$ cat config.mk
export PLATFORM = sky130hd
export DESIGN_NAME = extension_config_regs
export DESIGN_NICKNAME = d
export VERILOG_FILES = /design/src/design/ext_cfg_pkg.sv /design/src/design/ext_reg_mem.sv /design/src/design/extension_config_regs.sv
export SDC_FILE = /design/constraint.sdc
export NUM_CORES = 1
export LEC_CHECK = 0
export BUFFER_PORTS_ARGS = -buffer_cell sky130_fd_sc_hd__buf_2
export CORE_AREA = 2 2 323 325
export CTS_BUF_LIST = sky130_fd_sc_hd__clkbuf_8
export DETAILED_ROUTE_END_ITERATION = 7
export DIE_AREA = 0 0 325 327
export PLACE_DENSITY = 0.68
export SKIP_CTS_REPAIR_TIMING = 1
export SYNTH_ARGS = -nofsm -noshare
export SYNTH_HDL_FRONTEND = slang
export SYNTH_SLANG_ARGS = --single-unit
$ cat constraint.sdc
create_clock -name clk -period 2.6 [get_ports clk]
set_input_delay 0.52 -clock clk [delete_from_list [all_inputs] [get_ports clk]]
set_output_delay 0.52 -clock clk [all_outputs]
set_load 0.05 [all_outputs]
$ cat src/design/ext_cfg_pkg.sv
package ext_cfg_pkg;

    // ------------------------------------------------------------
    // port addresses and index space
    // ------------------------------------------------------------
    localparam logic [15:0] INDEX_PORT_ADDR   = 16'h03D6;
    localparam logic [15:0] DATA_PORT_ADDR    = 16'h03D7;
    localparam int          INDEX_W           = 7;
    localparam int          DATA_W            = 8;
    localparam int          REG_COUNT         = 128;

    localparam logic [6:0]  IDX_CHIP_VERSION  = 7'h00;
    localparam logic [6:0]  IDX_STRAP_LOW     = 7'h01;
    localparam logic [6:0]  IDX_HOST_CTRL_A   = 7'h02;
    localparam logic [6:0]  IDX_HOST_CTRL_B   = 7'h03;
    localparam logic [6:0]  IDX_MEM_CTRL_A    = 7'h04;
    localparam logic [6:0]  IDX_WIDE_IO_BASE  = 7'h07;

    // ------------------------------------------------------------
    // field positions
    // ------------------------------------------------------------
    localparam int STRAP_BUS_LSB      = 0;
    localparam int STRAP_ISA_HALF     = 3;
    localparam int STRAP_CLK_INTERNAL = 4;
    localparam int STRAP_LDEV_DECODE  = 6;
    localparam int STRAP_CACHE_RDY    = 7;
    localparam int CTRLA_ATTR_LSB     = 3;
    localparam int CTRLA_DECODE10     = 5;
    localparam int CTRLA_ATTR_FF      = 7;
    localparam int CTRLB_PAL_SHADOW   = 0;
    localparam int CTRLB_WIDE_EN      = 1;
    localparam int MEMA_CFG_LSB       = 0;
    localparam int MEMA_BIT17_EN      = 2;
    localparam int MEMA_MCS16_COMPAT  = 3;
    localparam int MEMA_FIFO_EN       = 5;
    localparam int MEMA_ZWS_EN        = 6;

    // ------------------------------------------------------------
    // write masks and reset values
    // ------------------------------------------------------------
    localparam logic [7:0] CTRLA_WR_MASK  = 8'h38;
    localparam logic [7:0] CTRLB_WR_MASK  = 8'h03;
    localparam logic [7:0] MEMA_WR_MASK   = 8'h6F;
    localparam logic [7:0] CTRL_RST_VAL   = 8'h00;
    localparam logic [7:0] IO_BASE_RST    = 8'hF4;
    localparam logic [1:0] BUS_ISA16      = 2'b00;
    localparam logic [1:0] BUS_LOCAL32    = 2'b11;
    localparam logic [6:0] COMPAT_LA_HIT  = 7'h05;
    localparam logic [1:0] MAP_A0_AF      = 2'b01;
    localparam logic [1:0] MAP_B0_B7      = 2'b10;
    localparam logic [1:0] MAP_B8_BF      = 2'b11;

    // indices backed by plain storage, beyond the first five
    function automatic logic is_stored(input logic [6:0] idx);
        unique case (idx)
            7'h05, 7'h06, 7'h07, 7'h08, 7'h09, 7'h0A, 7'h0B, 7'h0C,
            7'h0D, 7'h0E, 7'h0F, 7'h10, 7'h11, 7'h14, 7'h15, 7'h16,
            7'h17, 7'h19, 7'h28, 7'h2B, 7'h30, 7'h31, 7'h32, 7'h33,
            7'h3A, 7'h3B, 7'h3C, 7'h3D, 7'h3E, 7'h3F, 7'h40, 7'h44,
            7'h52, 7'h70, 7'h71, 7'h72, 7'h73, 7'h74, 7'h75, 7'h7D,
            7'h7F: is_stored = 1'b1;
            default: is_stored = 1'b0;
        endcase
    endfunction : is_stored

    // stored entries that reset to a fixed value; others keep theirs
    function automatic logic has_reset(input logic [6:0] idx);
        unique case (idx)
            7'h05, 7'h06, 7'h07, 7'h0A, 7'h0B, 7'h0C, 7'h0D, 7'h0E,
            7'h14, 7'h15, 7'h16, 7'h28, 7'h52, 7'h71, 7'h7D,
            7'h7F: has_reset = 1'b1;
            default: has_reset = 1'b0;
        endcase
    endfunction : has_reset

endpackage : ext_cfg_pkg

$ cat src/design/ext_reg_mem.sv
`timescale 1ns/1ps
`default_nettype none

module ext_reg_mem #(
    parameter int DEPTH = 128,
    parameter int AW    = 7,
    parameter int W     = 8
) (
    // clock and reset
    input  wire logic          clk,
    input  wire logic          rst,
    // write side
    input  wire logic          wr_en,
    input  wire logic [AW-1:0] wr_addr,
    input  wire logic [W-1:0]  wr_data,
    // read side
    input  wire logic [AW-1:0] rd_addr,
    output var  logic [W-1:0]  rd_data_q
);

    logic [W-1:0] mem_q [DEPTH];

    // ------------------------------------------------------------
    // one flop row per entry so that reset can be selective
    // ------------------------------------------------------------
    for (genvar i = 0; i < DEPTH; i++) begin : g_entry
        localparam logic [AW-1:0] IDX = AW'(i);
        localparam logic          RST_EN = ext_cfg_pkg::has_reset(IDX);
        localparam logic [W-1:0]  RST_VAL = (IDX == ext_cfg_pkg::IDX_WIDE_IO_BASE) ?
                                            ext_cfg_pkg::IO_BASE_RST :
                                            ext_cfg_pkg::CTRL_RST_VAL;
        always_ff @(posedge clk) begin
            if (rst && RST_EN) begin
                mem_q[i] <= RST_VAL;
            end else if (wr_en && wr_addr == IDX) begin
                mem_q[i] <= wr_data;
            end
        end
    end

    always_ff @(posedge clk) begin
        rd_data_q <= mem_q[rd_addr];
    end

endmodule : ext_reg_mem

`default_nettype wire

$ cat src/design/extension_config_regs.sv
`timescale 1ns/1ps
`default_nettype none

// Function
// - index port bits 6-0 pick the register; bit 7 reads zero
// - on reset release straps load, fixed fields reset, others keep, missing read zero
// - version low nibble is the silicon revision, counting from zero
// - version high nibble is a fixed chip-type code
// - strap register is read-only, caught at reset, steers logic after
// - strap bits 1-0: 00 ISA 16-bit, 11 local 32-bit, others reserved
// - ISA with internal host clock: strap 3 picks full or half memory clock
// - strap bit 4 picks external or internal clock source
// - strap 6 picks open-collector first-T2 or full-decode LDEV drive
// - local bus: strap 7 low delays RDY by one host clock
// - ISA: strap 7 picks external LCLK or internally made host clock
// - interface bits 4-3 map the attribute port; 01 holds flip-flop reset
// - interface bit 5 set decodes legacy ports on ten address bits
// - interface bit 7 reads the attribute flip-flop state
// - palette shadow runs palette writes but does not claim with LDEV
// - second interface bit 1 enables wide accelerator registers, cleared at reset
// - memory control bit 5 enables the write FIFO, off by default
// - memory control bit 6 enables zero wait states, ISA only
// - memory control bits 1-0 select memory path and size
// - memory control bit 2 enables address counter bit 17, cleared at reset
// - MCS16 decode: bit 3 low whole A0000-BFFFF, high map window only
// - MCS16 always asserted inside linear frame buffer range
module extension_config_regs #(
    parameter logic [3:0] CHIP_TYPE = 4'h6,  // arbitrary value
    parameter logic [3:0] CHIP_REV  = 4'h0
) (
    // clock and reset
    input  wire logic        clk,
    input  wire logic        rst,
    // host i/o port
    input  wire logic [15:0] io_addr,
    input  wire logic        io_wr,
    input  wire logic        io_rd,
    input  wire logic [7:0]  io_wdata,
    output var  logic [7:0]  io_rdata,
    output var  logic        io_rvalid,
    // strap pins
    input  wire logic [7:0]  strap_bus_bits,
    // bus cycle state from host interface logic
    input  wire logic        attr_ff_is_data,
    input  wire logic        cycle_valid,
    input  wire logic        cycle_first_t2,
    input  wire logic        cycle_palette_wr,
    input  wire logic        linear_fb_hit,
    input  wire logic [6:0]  la_hi,
    input  wire logic [1:0]  sa_mid,
    input  wire logic [1:0]  graphics_misc_map,
    // strap-derived controls
    output var  logic        host_is_local,
    output var  logic        isa_hclk_half,
    output var  logic        clk_src_internal,
    output var  logic        isa_hclk_internal,
    output var  logic        rdy_hold_off,
    // interface controls
    output var  logic [1:0]  attr_map,
    output var  logic        attr_ff_hold_reset,
    output var  logic        decode_low10,
    output var  logic        wide_regs_en,
    output var  logic        palette_wr_exec,
    // memory controls
    output var  logic [1:0]  mem_config,
    output var  logic        addr_bit17_en,
    output var  logic        cpu_fifo_en,
    output var  logic        zws_en,
    // bus claim pins
    output var  logic        ldev_n_out,
    output var  logic        ldev_n_oe,
    output var  logic        mcs16_n
);

    // ------------------------------------------------------------
    // port decode
    // ------------------------------------------------------------
    logic [6:0] index_q;
    logic [7:0] strap_q;
    logic [7:0] ctrl_a_q;
    logic       pal_shadow_q;
    logic       wide_en_q;
    logic [7:0] mem_a_q;
    logic [7:0] strap_s1_q;
    logic [7:0] strap_s2_q;
    logic       strap_pend_q;
    logic [7:0] loc_rdata_q;
    logic       sel_mem_q;
    logic       rd_p1_q;
    logic [7:0] mem_rdata;

    wire hit_index = (io_addr == ext_cfg_pkg::INDEX_PORT_ADDR);
    wire hit_data  = (io_addr == ext_cfg_pkg::DATA_PORT_ADDR);
    wire wr_index  = io_wr && hit_index;
    wire wr_data   = io_wr && hit_data;
    wire is_stored = ext_cfg_pkg::is_stored(index_q);
    wire wr_ctrl_a = wr_data && index_q == ext_cfg_pkg::IDX_HOST_CTRL_A;
    wire wr_ctrl_b = wr_data && index_q == ext_cfg_pkg::IDX_HOST_CTRL_B;
    wire wr_mem_a  = wr_data && index_q == ext_cfg_pkg::IDX_MEM_CTRL_A;
    wire wr_store  = wr_data && is_stored;

    // ------------------------------------------------------------
    // index register
    // ------------------------------------------------------------
    always_ff @(posedge clk) begin
        if (wr_index) begin
            index_q <= io_wdata[6:0];
        end
    end

    // ------------------------------------------------------------
    // strap capture
    // ------------------------------------------------------------
    // pins are asynchronous to clk, so two flops before any use
    always_ff @(posedge clk) begin
        strap_s1_q <= strap_bus_bits;
        strap_s2_q <= strap_s1_q;
    end

    // caught on the first edge after release, the falling reset
    always_ff @(posedge clk) begin
        if (rst) begin
            strap_pend_q <= 1'b1;
        end else begin
            strap_pend_q <= 1'b0;
        end
    end

    always_ff @(posedge clk) begin
        if (!rst && strap_pend_q) begin
            strap_q <= strap_s2_q;
        end
    end

    // ------------------------------------------------------------
    // control registers
    // ------------------------------------------------------------
    wire [7:0] ctrl_a_d = (ctrl_a_q & ~ext_cfg_pkg::CTRLA_WR_MASK) |
                          (io_wdata & ext_cfg_pkg::CTRLA_WR_MASK);
    wire [7:0] mem_a_d  = (mem_a_q & ~ext_cfg_pkg::MEMA_WR_MASK) |
                          (io_wdata & ext_cfg_pkg::MEMA_WR_MASK);

    always_ff @(posedge clk) begin
        if (rst) begin
            ctrl_a_q <= ext_cfg_pkg::CTRL_RST_VAL;
            mem_a_q  <= ext_cfg_pkg::CTRL_RST_VAL;
        end else begin
            if (wr_ctrl_a) begin
                ctrl_a_q <= ctrl_a_d;
            end
            if (wr_mem_a) begin
                mem_a_q <= mem_a_d;
            end
        end
    end

    // shadow bit keeps its value over reset; wide enable clears
    always_ff @(posedge clk) begin
        if (rst) begin
            wide_en_q <= 1'b0;
        end else if (wr_ctrl_b) begin
            wide_en_q <= io_wdata[ext_cfg_pkg::CTRLB_WIDE_EN];
        end
    end

    always_ff @(posedge clk) begin
        if (wr_ctrl_b) begin
            pal_shadow_q <= io_wdata[ext_cfg_pkg::CTRLB_PAL_SHADOW];
        end
    end

    wire [7:0] ctrl_b_rd = {6'h00, wide_en_q, pal_shadow_q};

    // ------------------------------------------------------------
    // storage for the remaining registers
    // ------------------------------------------------------------
    ext_reg_mem #(
        .DEPTH (ext_cfg_pkg::REG_COUNT),
        .AW    (ext_cfg_pkg::INDEX_W),
        .W     (ext_cfg_pkg::DATA_W)
    ) u_mem (
        .clk       (clk),
        .rst       (rst),
        .wr_en     (wr_store),
        .wr_addr   (index_q),
        .wr_data   (io_wdata),
        .rd_addr   (index_q),
        .rd_data_q (mem_rdata)
    );

    // ------------------------------------------------------------
    // read path: two cycles, local fields and storage aligned
    // ------------------------------------------------------------
    wire [7:0] version_rd = {CHIP_TYPE, CHIP_REV};
    wire [7:0] ctrl_a_rd  = {attr_ff_is_data, 1'b0, ctrl_a_q[5:3], 3'h0};
    wire [7:0] index_rd   = {1'b0, index_q};
    wire       idx_ver    = index_q == ext_cfg_pkg::IDX_CHIP_VERSION;
    wire       idx_strap  = index_q == ext_cfg_pkg::IDX_STRAP_LOW;
    wire       idx_ctrl_a = index_q == ext_cfg_pkg::IDX_HOST_CTRL_A;
    wire       idx_ctrl_b = index_q == ext_cfg_pkg::IDX_HOST_CTRL_B;
    wire       idx_mem_a  = index_q == ext_cfg_pkg::IDX_MEM_CTRL_A;
    wire [7:0] data_rd    = idx_ver    ? version_rd :
                            idx_strap  ? strap_q    :
                            idx_ctrl_a ? ctrl_a_rd  :
                            idx_ctrl_b ? ctrl_b_rd  :
                            idx_mem_a  ? (mem_a_q & ext_cfg_pkg::MEMA_WR_MASK) :
                            8'h00;
    wire [7:0] loc_rd     = hit_index ? index_rd : data_rd;
    wire       rd_mem     = io_rd && hit_data && is_stored;

    always_ff @(posedge clk) begin
        if (rst) begin
            rd_p1_q   <= 1'b0;
            sel_mem_q <= 1'b0;
            io_rvalid <= 1'b0;
            io_rdata  <= 8'h00;
        end else begin
            rd_p1_q   <= io_rd && (hit_index || hit_data);
            sel_mem_q <= rd_mem;
            io_rvalid <= rd_p1_q;
            io_rdata  <= sel_mem_q ? mem_rdata : loc_rdata_q;
        end
    end

    always_ff @(posedge clk) begin
        loc_rdata_q <= loc_rd;
    end

    // ------------------------------------------------------------
    // strap-driven controls
    // ------------------------------------------------------------
    wire [1:0] bus_type = strap_q[1:0];
    wire       isa_bus  = bus_type == ext_cfg_pkg::BUS_ISA16;
    wire       loc_bus  = bus_type == ext_cfg_pkg::BUS_LOCAL32;

    always_ff @(posedge clk) begin
        if (rst) begin
            host_is_local     <= 1'b0;
            isa_hclk_half     <= 1'b0;
            clk_src_internal  <= 1'b0;
            isa_hclk_internal <= 1'b0;
            rdy_hold_off      <= 1'b0;
        end else begin
            host_is_local     <= loc_bus;
            isa_hclk_half     <= isa_bus && strap_q[7] && strap_q[3];
            clk_src_internal  <= strap_q[ext_cfg_pkg::STRAP_CLK_INTERNAL];
            isa_hclk_internal <= isa_bus && strap_q[7];
            rdy_hold_off      <= loc_bus && !strap_q[7];
        end
    end

    // ------------------------------------------------------------
    // interface and memory controls
    // ------------------------------------------------------------
    assign attr_map      = ctrl_a_q[4:3];
    assign decode_low10  = ctrl_a_q[ext_cfg_pkg::CTRLA_DECODE10];
    assign wide_regs_en  = wide_en_q;
    assign mem_config    = mem_a_q[1:0];
    assign addr_bit17_en = mem_a_q[ext_cfg_pkg::MEMA_BIT17_EN];
    assign cpu_fifo_en   = mem_a_q[ext_cfg_pkg::MEMA_FIFO_EN];

    always_ff @(posedge clk) begin
        if (rst) begin
            attr_ff_hold_reset <= 1'b0;
            zws_en             <= 1'b0;
            palette_wr_exec    <= 1'b0;
        end else begin
            attr_ff_hold_reset <= ctrl_a_q[4:3] == ext_cfg_pkg::MAP_A0_AF;
            zws_en             <= isa_bus && mem_a_q[ext_cfg_pkg::MEMA_ZWS_EN];
            palette_wr_exec    <= cycle_valid && cycle_palette_wr;
        end
    end

    // ------------------------------------------------------------
    // bus claim: LDEV and MCS16
    // ------------------------------------------------------------
    // a shadowed palette write is left for the ISA side to see
    wire claim     = cycle_valid &&
                     !(cycle_palette_wr && pal_shadow_q);
    wire ldev_full = strap_q[ext_cfg_pkg::STRAP_LDEV_DECODE];
    wire la_hit    = la_hi == ext_cfg_pkg::COMPAT_LA_HIT;
    wire win_hit   = (graphics_misc_map == ext_cfg_pkg::MAP_A0_AF) ? !sa_mid[1] :
                     (graphics_misc_map == ext_cfg_pkg::MAP_B0_B7) ? (sa_mid == 2'b10) :
                     (graphics_misc_map == ext_cfg_pkg::MAP_B8_BF) ? (sa_mid == 2'b11) :
                     1'b1;
    wire compat    = la_hit && (!mem_a_q[ext_cfg_pkg::MEMA_MCS16_COMPAT] || win_hit);

    always_ff @(posedge clk) begin
        if (rst) begin
            ldev_n_out <= 1'b1;
            ldev_n_oe  <= 1'b0;
            mcs16_n    <= 1'b1;
        end else begin
            ldev_n_out <= ldev_full ? !claim : 1'b0;
            ldev_n_oe  <= ldev_full ? 1'b1 : (claim && cycle_first_t2);
            mcs16_n    <= !(linear_fb_hit || compat);
        end
    end
endmodule : extension_config_regs

`default_nettype wire

* Yosys cells after proc, flatten, opt, wreduce, memory -nomap -nowiden
Memories as Yosys holds them, arrays and structs flattened. A register that Yosys moved wholly into a read port is not among the register bits. Index checks and enable logic that the tools add are counted.
Word-level totals: register bits after elaboration 80, RAM bits 1024, bits in read-only memories 128, input bits 52, word-level logic and storage cells 1090, memories 2
Cells by class: equal/unequal tests 137, multiplexer cells 636, bitwise logic cells 18, reductions and logical operators 271
Memories:
- u_mem.mem_q | words 128, bits a word 8, rd ports 1, clocked after Yosys merged registers in 1, wr ports 17, line ext_reg_mem.sv:21 | logic [W-1:0] mem_q [DEPTH];
- (name not given) | words 128, bits a word 1, rd ports 1, clocked after Yosys merged registers in 1, wr ports 0, line ext_cfg_pkg.sv:55 | unique case (idx)
Operators by type and width (number):
- $mux 8 | 130
- $reduce_or 8->1 | 111
- $mux 7 | 116
- $eq 7x7->1 const B | 64
- $mux 1 | 390
- $eq 7x6->1 const B | 32
- $logic_and 1x1->1 | 147
- $eq 7x5->1 const B | 16
- $eq 7x4->1 const B | 8
- $eq 7x3->1 const B | 5
- $eq 16x10->1 const B | 2
- $or 1x1->1 | 16
- $eq 7x2->1 const B | 2
- $eq 2x2->1 const B | 5
- $or 8x6->8 | 1
- $or 8x7->8 | 1
- $eq 7x1->1 const B | 1
- $logic_not 1->1 | 7
- $logic_not 7->1 | 1
- $eq 2x1->1 const B | 2
- $logic_or 1x1->1 | 3
- $logic_not 2->1 | 1
- $reduce_or 2->1 | 1

* Longest topological paths before layout
depth in word-level cells 118, mapped depth 10

* Modules after synthesis
A second synthesis with hierarchy kept.
Second synthesis, totals: cells, all modules 2063, area total of the unflattened synthesis 43558.0 µm²
By module, submodules not included:
- ext_reg_mem | times used 1, cells an instance 1810, area each 40759.1 µm²
- extension_config_regs | times used 1, cells an instance 253, area each 2798.9 µm²

* Worst setup path before layout
No wires, ideal clock.
path kind input port to flip-flop, start point in io_addr[5], end point mem u_mem.mem_q[113][0] (enable), arrival time 2.373 ns, data required time 2.225 ns, slack -0.148 ns, cell stages on the path 8, buffers on the path 2, cells stage by stage nor4bb_1 and4_1 and3_1 clkbuf_1 buf_2 and2_1 nand3_1 o21bai_1
RTL lines:
- start, declared | line extension_config_regs.sv:35 | input wire logic [15:0] io_addr,
- end, declared | line ext_reg_mem.sv:21

==> metrics <==
DR WL met2 approximately 54000 microns; final slew viol count 0; all-layer global routing usage 21.3%; peak per-stage delay on the critical path 0.55 ns; Syn Area/Cell 19.6 sq um; cell-by-cell listing of the critical path buf_12 -> buf_16 -> buf_16 -> buf_4 -> mux4_2 -> mux4_2 -> a22oi_2 -> nand4_1; number of flops mapped to enable cells by yosys about 1000; area of the placeable core 103000 sq um; final setup slack of the worst path -0.115 ns; share of post-route cells with drive strength above 1 34.4%; synthesis-stage register bit count between 1000 and 1500; 1st-pass router iterations 8; number of nets still failing antenna checks after routing 0; via/cell ratio 5.68; pin count of the biggest net entering global routing 112; worst path bufs/invs 4; wire length per cell after detailed routing 26.5 microns; cell area power density 638 nW/um^2; worst hold-check path type in2reg; post-synthesis cell count 2237; Starting DRT DRC Count 3302; maximum buffer depth of the clock tree 3; core utilization of the finished layout between 50 and 60%; Max FO, Critical Path 16; gate family responsible for the most delay along the worst path multiplexers; effective utilization at floorplan a little over two fifths; number of warnings issued by yosys 0; chip width 325 microns; overall die height 327 microns; hold slack final 0.0216 ns; Routability Congestion 0.969; HPWL after DPL 74800 microns; I/O pins 80; Remaining DRCs 2; CTS tree done; endpoint kind of the worst setup timing path flip-flop; clock-pin slew on the worst setup and hold paths approximately 0.07 ns; top sig layer met5; H-tree lvl count 4; initial antenna violation count 3; clock sinks 1106; Worst path slowest cell sky130_fd_sc_hd__mux4_2; via count of the first global-routing pass roughly 25000; clock insertion delay at the later pin of the skew report roughly 0.85 ns; Critical Path Source Type flip-flop; sum of routed wire segments on met1 44900 microns; Peak supply drop between 300 and 400 uV; residual overflow from global routing 0; max_cap viols 0; outcome complete, but fails checks; count of unique library cells instantiated by Yosys 63; proportion of synthesized chip area in sequential cells approximately three quarters; Slew Limit Headroom between 40% and 50%; overall via count from detail_route 24400; count of input and output buffers 79; most frequently used flop master after synthesis sky130_fd_sc_hd__edfxtp_1; area of the mapped netlist ~44000 sq um; Leak 0.0181 uW; critical path class reg2reg; Worst Tran Pin Value 0.899 ns; final setup violating endpoints 7; failing checks design-rule violations, negative setup slack; global-route wire length before repair around 170000 microns; Mapped Nets 2289; required time worst endpoint around 3.3 ns; Die Footprint 106000 sq um; layout-stage area growth over the synthesis result 19.8%; Final min period 2.71 ns; NumNets Final 2839; share of async-settable or async-resettable flops after synthesis 0%; worst-case clock skew roughly 0.04 ns; met3 WL post-DR 11100 microns; final WL 114000 microns; root buffer selected by CTS sky130_fd_sc_hd__clkbuf_8; Fmax achieved 0.368 GHz; final worst-path cycle share 104%; pre-CTS setup slack -0.308 ns; RSZ-0062 raised after global routing true; arrival time of the worst setup path 3.43 ns; TritonCTS Buffers between 150 and 200; count of endpoints failing hold in the final timing report 0; number of cell rows 118
==> final timing paths <==
path / startpoint / end / slack, ns / cells past startpoint
max: index_q[0]$_DFFE_PN_ / u_mem.rd_data_q[7]$_DFF_P_ / -0.11 / 8
min: attr_ff_is_data / loc_rdata_q[7]$_SDFF_PP0_ / 0.02 / 3
max reg2reg: index_q[0]$_DFFE_PN_ / u_mem.rd_data_q[7]$_DFF_P_ / -0.11 / 8
min reg2reg: strap_s1_q[4]$_DFF_P_ / strap_s2_q[4]$_DFF_P_ / 0.33 / 0
==> worst min-delay path, delay by kind of cell <==
kind / cells / cell delay, ns
buffers and inverters: 1 / 0.10
and+or+nand+nor: 1 / 0.11
AOI/OAI and AO/OA: 1 / 0.08
==> Yosys cell counts (10+ instances only) <==
| library cell | number | area (sq um) |
|---|---|---|
| sky130_fd_sc_hd__a211oi_1 | 11 | 82.6 |
| sky130_fd_sc_hd__a21oi_1 | 27 | 135 |
| sky130_fd_sc_hd__a221oi_1 | 10 | 87.6 |
| sky130_fd_sc_hd__a22oi_1 | 18 | 135 |
| sky130_fd_sc_hd__and2_1 | 112 | 701 |
| sky130_fd_sc_hd__buf_2 | 38 | 190 |
| sky130_fd_sc_hd__buf_4 | 18 | 135 |
| sky130_fd_sc_hd__buf_6 | 20 | 225 |
| sky130_fd_sc_hd__clkbuf_1 | 48 | 180 |
| sky130_fd_sc_hd__dfxtp_1 | 66 | 1320 |
| sky130_fd_sc_hd__edfxtp_1 | 1040 | 31200 |
| sky130_fd_sc_hd__mux2i_1 | 95 | 951 |
| sky130_fd_sc_hd__mux4_1 | 23 | 604 |
| sky130_fd_sc_hd__mux4_2 | 246 | 5540 |
| sky130_fd_sc_hd__nand2_1 | 61 | 229 |
| sky130_fd_sc_hd__nand3_1 | 36 | 180 |
| sky130_fd_sc_hd__nor2_1 | 155 | 582 |
| sky130_fd_sc_hd__nor2b_1 | 22 | 138 |
| sky130_fd_sc_hd__nor3_1 | 33 | 165 |
| sky130_fd_sc_hd__o21ai_0 | 15 | 75.1 |
| sky130_fd_sc_hd__o21bai_1 | 17 | 128 |
| sky130_fd_sc_hd__o22ai_1 | 11 | 68.8 |
==> power breakdown <==
| group | internal, uW | switching, uW | leakage (uW) |
|---|---|---|---|
| clock | 6810 | 6520 | 0.00180 |
| sequential | 19600 | 35.8 | 0.0100 |
| combinational | 176 | 460 | 0.00626 |
==> through the flow <==
stage	TNS [ns]	power, uW	cells	cell area [sq um]
finish	-0.529	33600	4300	52600
global placement	-22.12	20500	3942	48800
floorplan	-15.93	20100	2237	44000
detailed placement	-59.10	20600	3942	48800
global route	-0.848	34600	4300	52600
CTS	-1.45	33800	4241	51900
==> kinds of logic (layout without fill, tap and decap cells) <==
| kind of cell | Yosys count | in the layout | synth area share [%] |
|---|---|---|---|
| flip-flops | 1106 | 1106 | 74.1 |
| AND/OR/NAND/NOR | 468 | 468 | 5.32 |
| multiplexers | 369 | 369 | 16.3 |
| AO/OA/AOI/OAI | 150 | 150 | 2.42 |
| buffers and inverters | 144 | 823 | 1.89 |
| other | 0 | 4 | 0 |
==> sequential cells by signal, indices dropped and copies added, names as in the netlist, 3 cells and up <==
name             flops
index_q              7
ctrl_a_q             3
io_rdata             8
u_mem.rd_data_q      8
strap_s2_q           8
u_mem.mem_q       1024
strap_s1_q           8
mem_a_q              6
strap_q              8
loc_rdata_q          8
==> layout make-up <==
class,instances,area (sq um)
inverter,9,33.8
antenna,4,10.0
multi-input combinational,987,10800
sequential,1106,32600
clock buffer,177,2440
tap,1380,1730
fill,8168,50300
clock inverter,122,676
timing repair buffer,515,4430
==> routing by layer <==
metal	GRT usage (%)	vias up
li1	-	10200
met1	28.8	12600
met2	33.4	1357
met3	5.42	249
met4	8.17	4
met5	0	-
==> cells in the final DEF (no fill, tap or decap), types with 5 or more instances in the layout <==
master                          count
sky130_fd_sc_hd__and3_1             8
sky130_fd_sc_hd__edfxtp_1        1040
sky130_fd_sc_hd__o21bai_2           5
sky130_fd_sc_hd__nand2_1           59
sky130_fd_sc_hd__a21oi_1           23
sky130_fd_sc_hd__mux4_2           251
sky130_fd_sc_hd__clkinv_2          10
sky130_fd_sc_hd__bufinv_16          5
sky130_fd_sc_hd__nor3_1            32
sky130_fd_sc_hd__dlygate4sd3_1     15
sky130_fd_sc_hd__a221oi_1           9
sky130_fd_sc_hd__o21ai_0           13
sky130_fd_sc_hd__nor2b_1           21
sky130_fd_sc_hd__mux4_1            18
sky130_fd_sc_hd__buf_2             71
sky130_fd_sc_hd__inv_1             66
sky130_fd_sc_hd__inv_6              5
sky130_fd_sc_hd__buf_4            370
sky130_fd_sc_hd__mux2_2             5
sky130_fd_sc_hd__a211oi_1           9
sky130_fd_sc_hd__buf_12            48
sky130_fd_sc_hd__nor2_2             5
sky130_fd_sc_hd__and2_1           111
sky130_fd_sc_hd__a22o_1             6
sky130_fd_sc_hd__nor2_1           150
sky130_fd_sc_hd__clkinv_1          36
sky130_fd_sc_hd__mux2i_1           91
sky130_fd_sc_hd__nand3_1           36
sky130_fd_sc_hd__inv_8              5
sky130_fd_sc_hd__dfxtp_1           66
sky130_fd_sc_hd__nand4_1            8
sky130_fd_sc_hd__o22ai_1           10
sky130_fd_sc_hd__buf_6              7
sky130_fd_sc_hd__o21bai_1          12
sky130_fd_sc_hd__nor4_1             8
sky130_fd_sc_hd__clkbuf_8         177
sky130_fd_sc_hd__or3_1              6
sky130_fd_sc_hd__a22oi_1           16
Note: power is estimated with default switching activity, not from simulation.
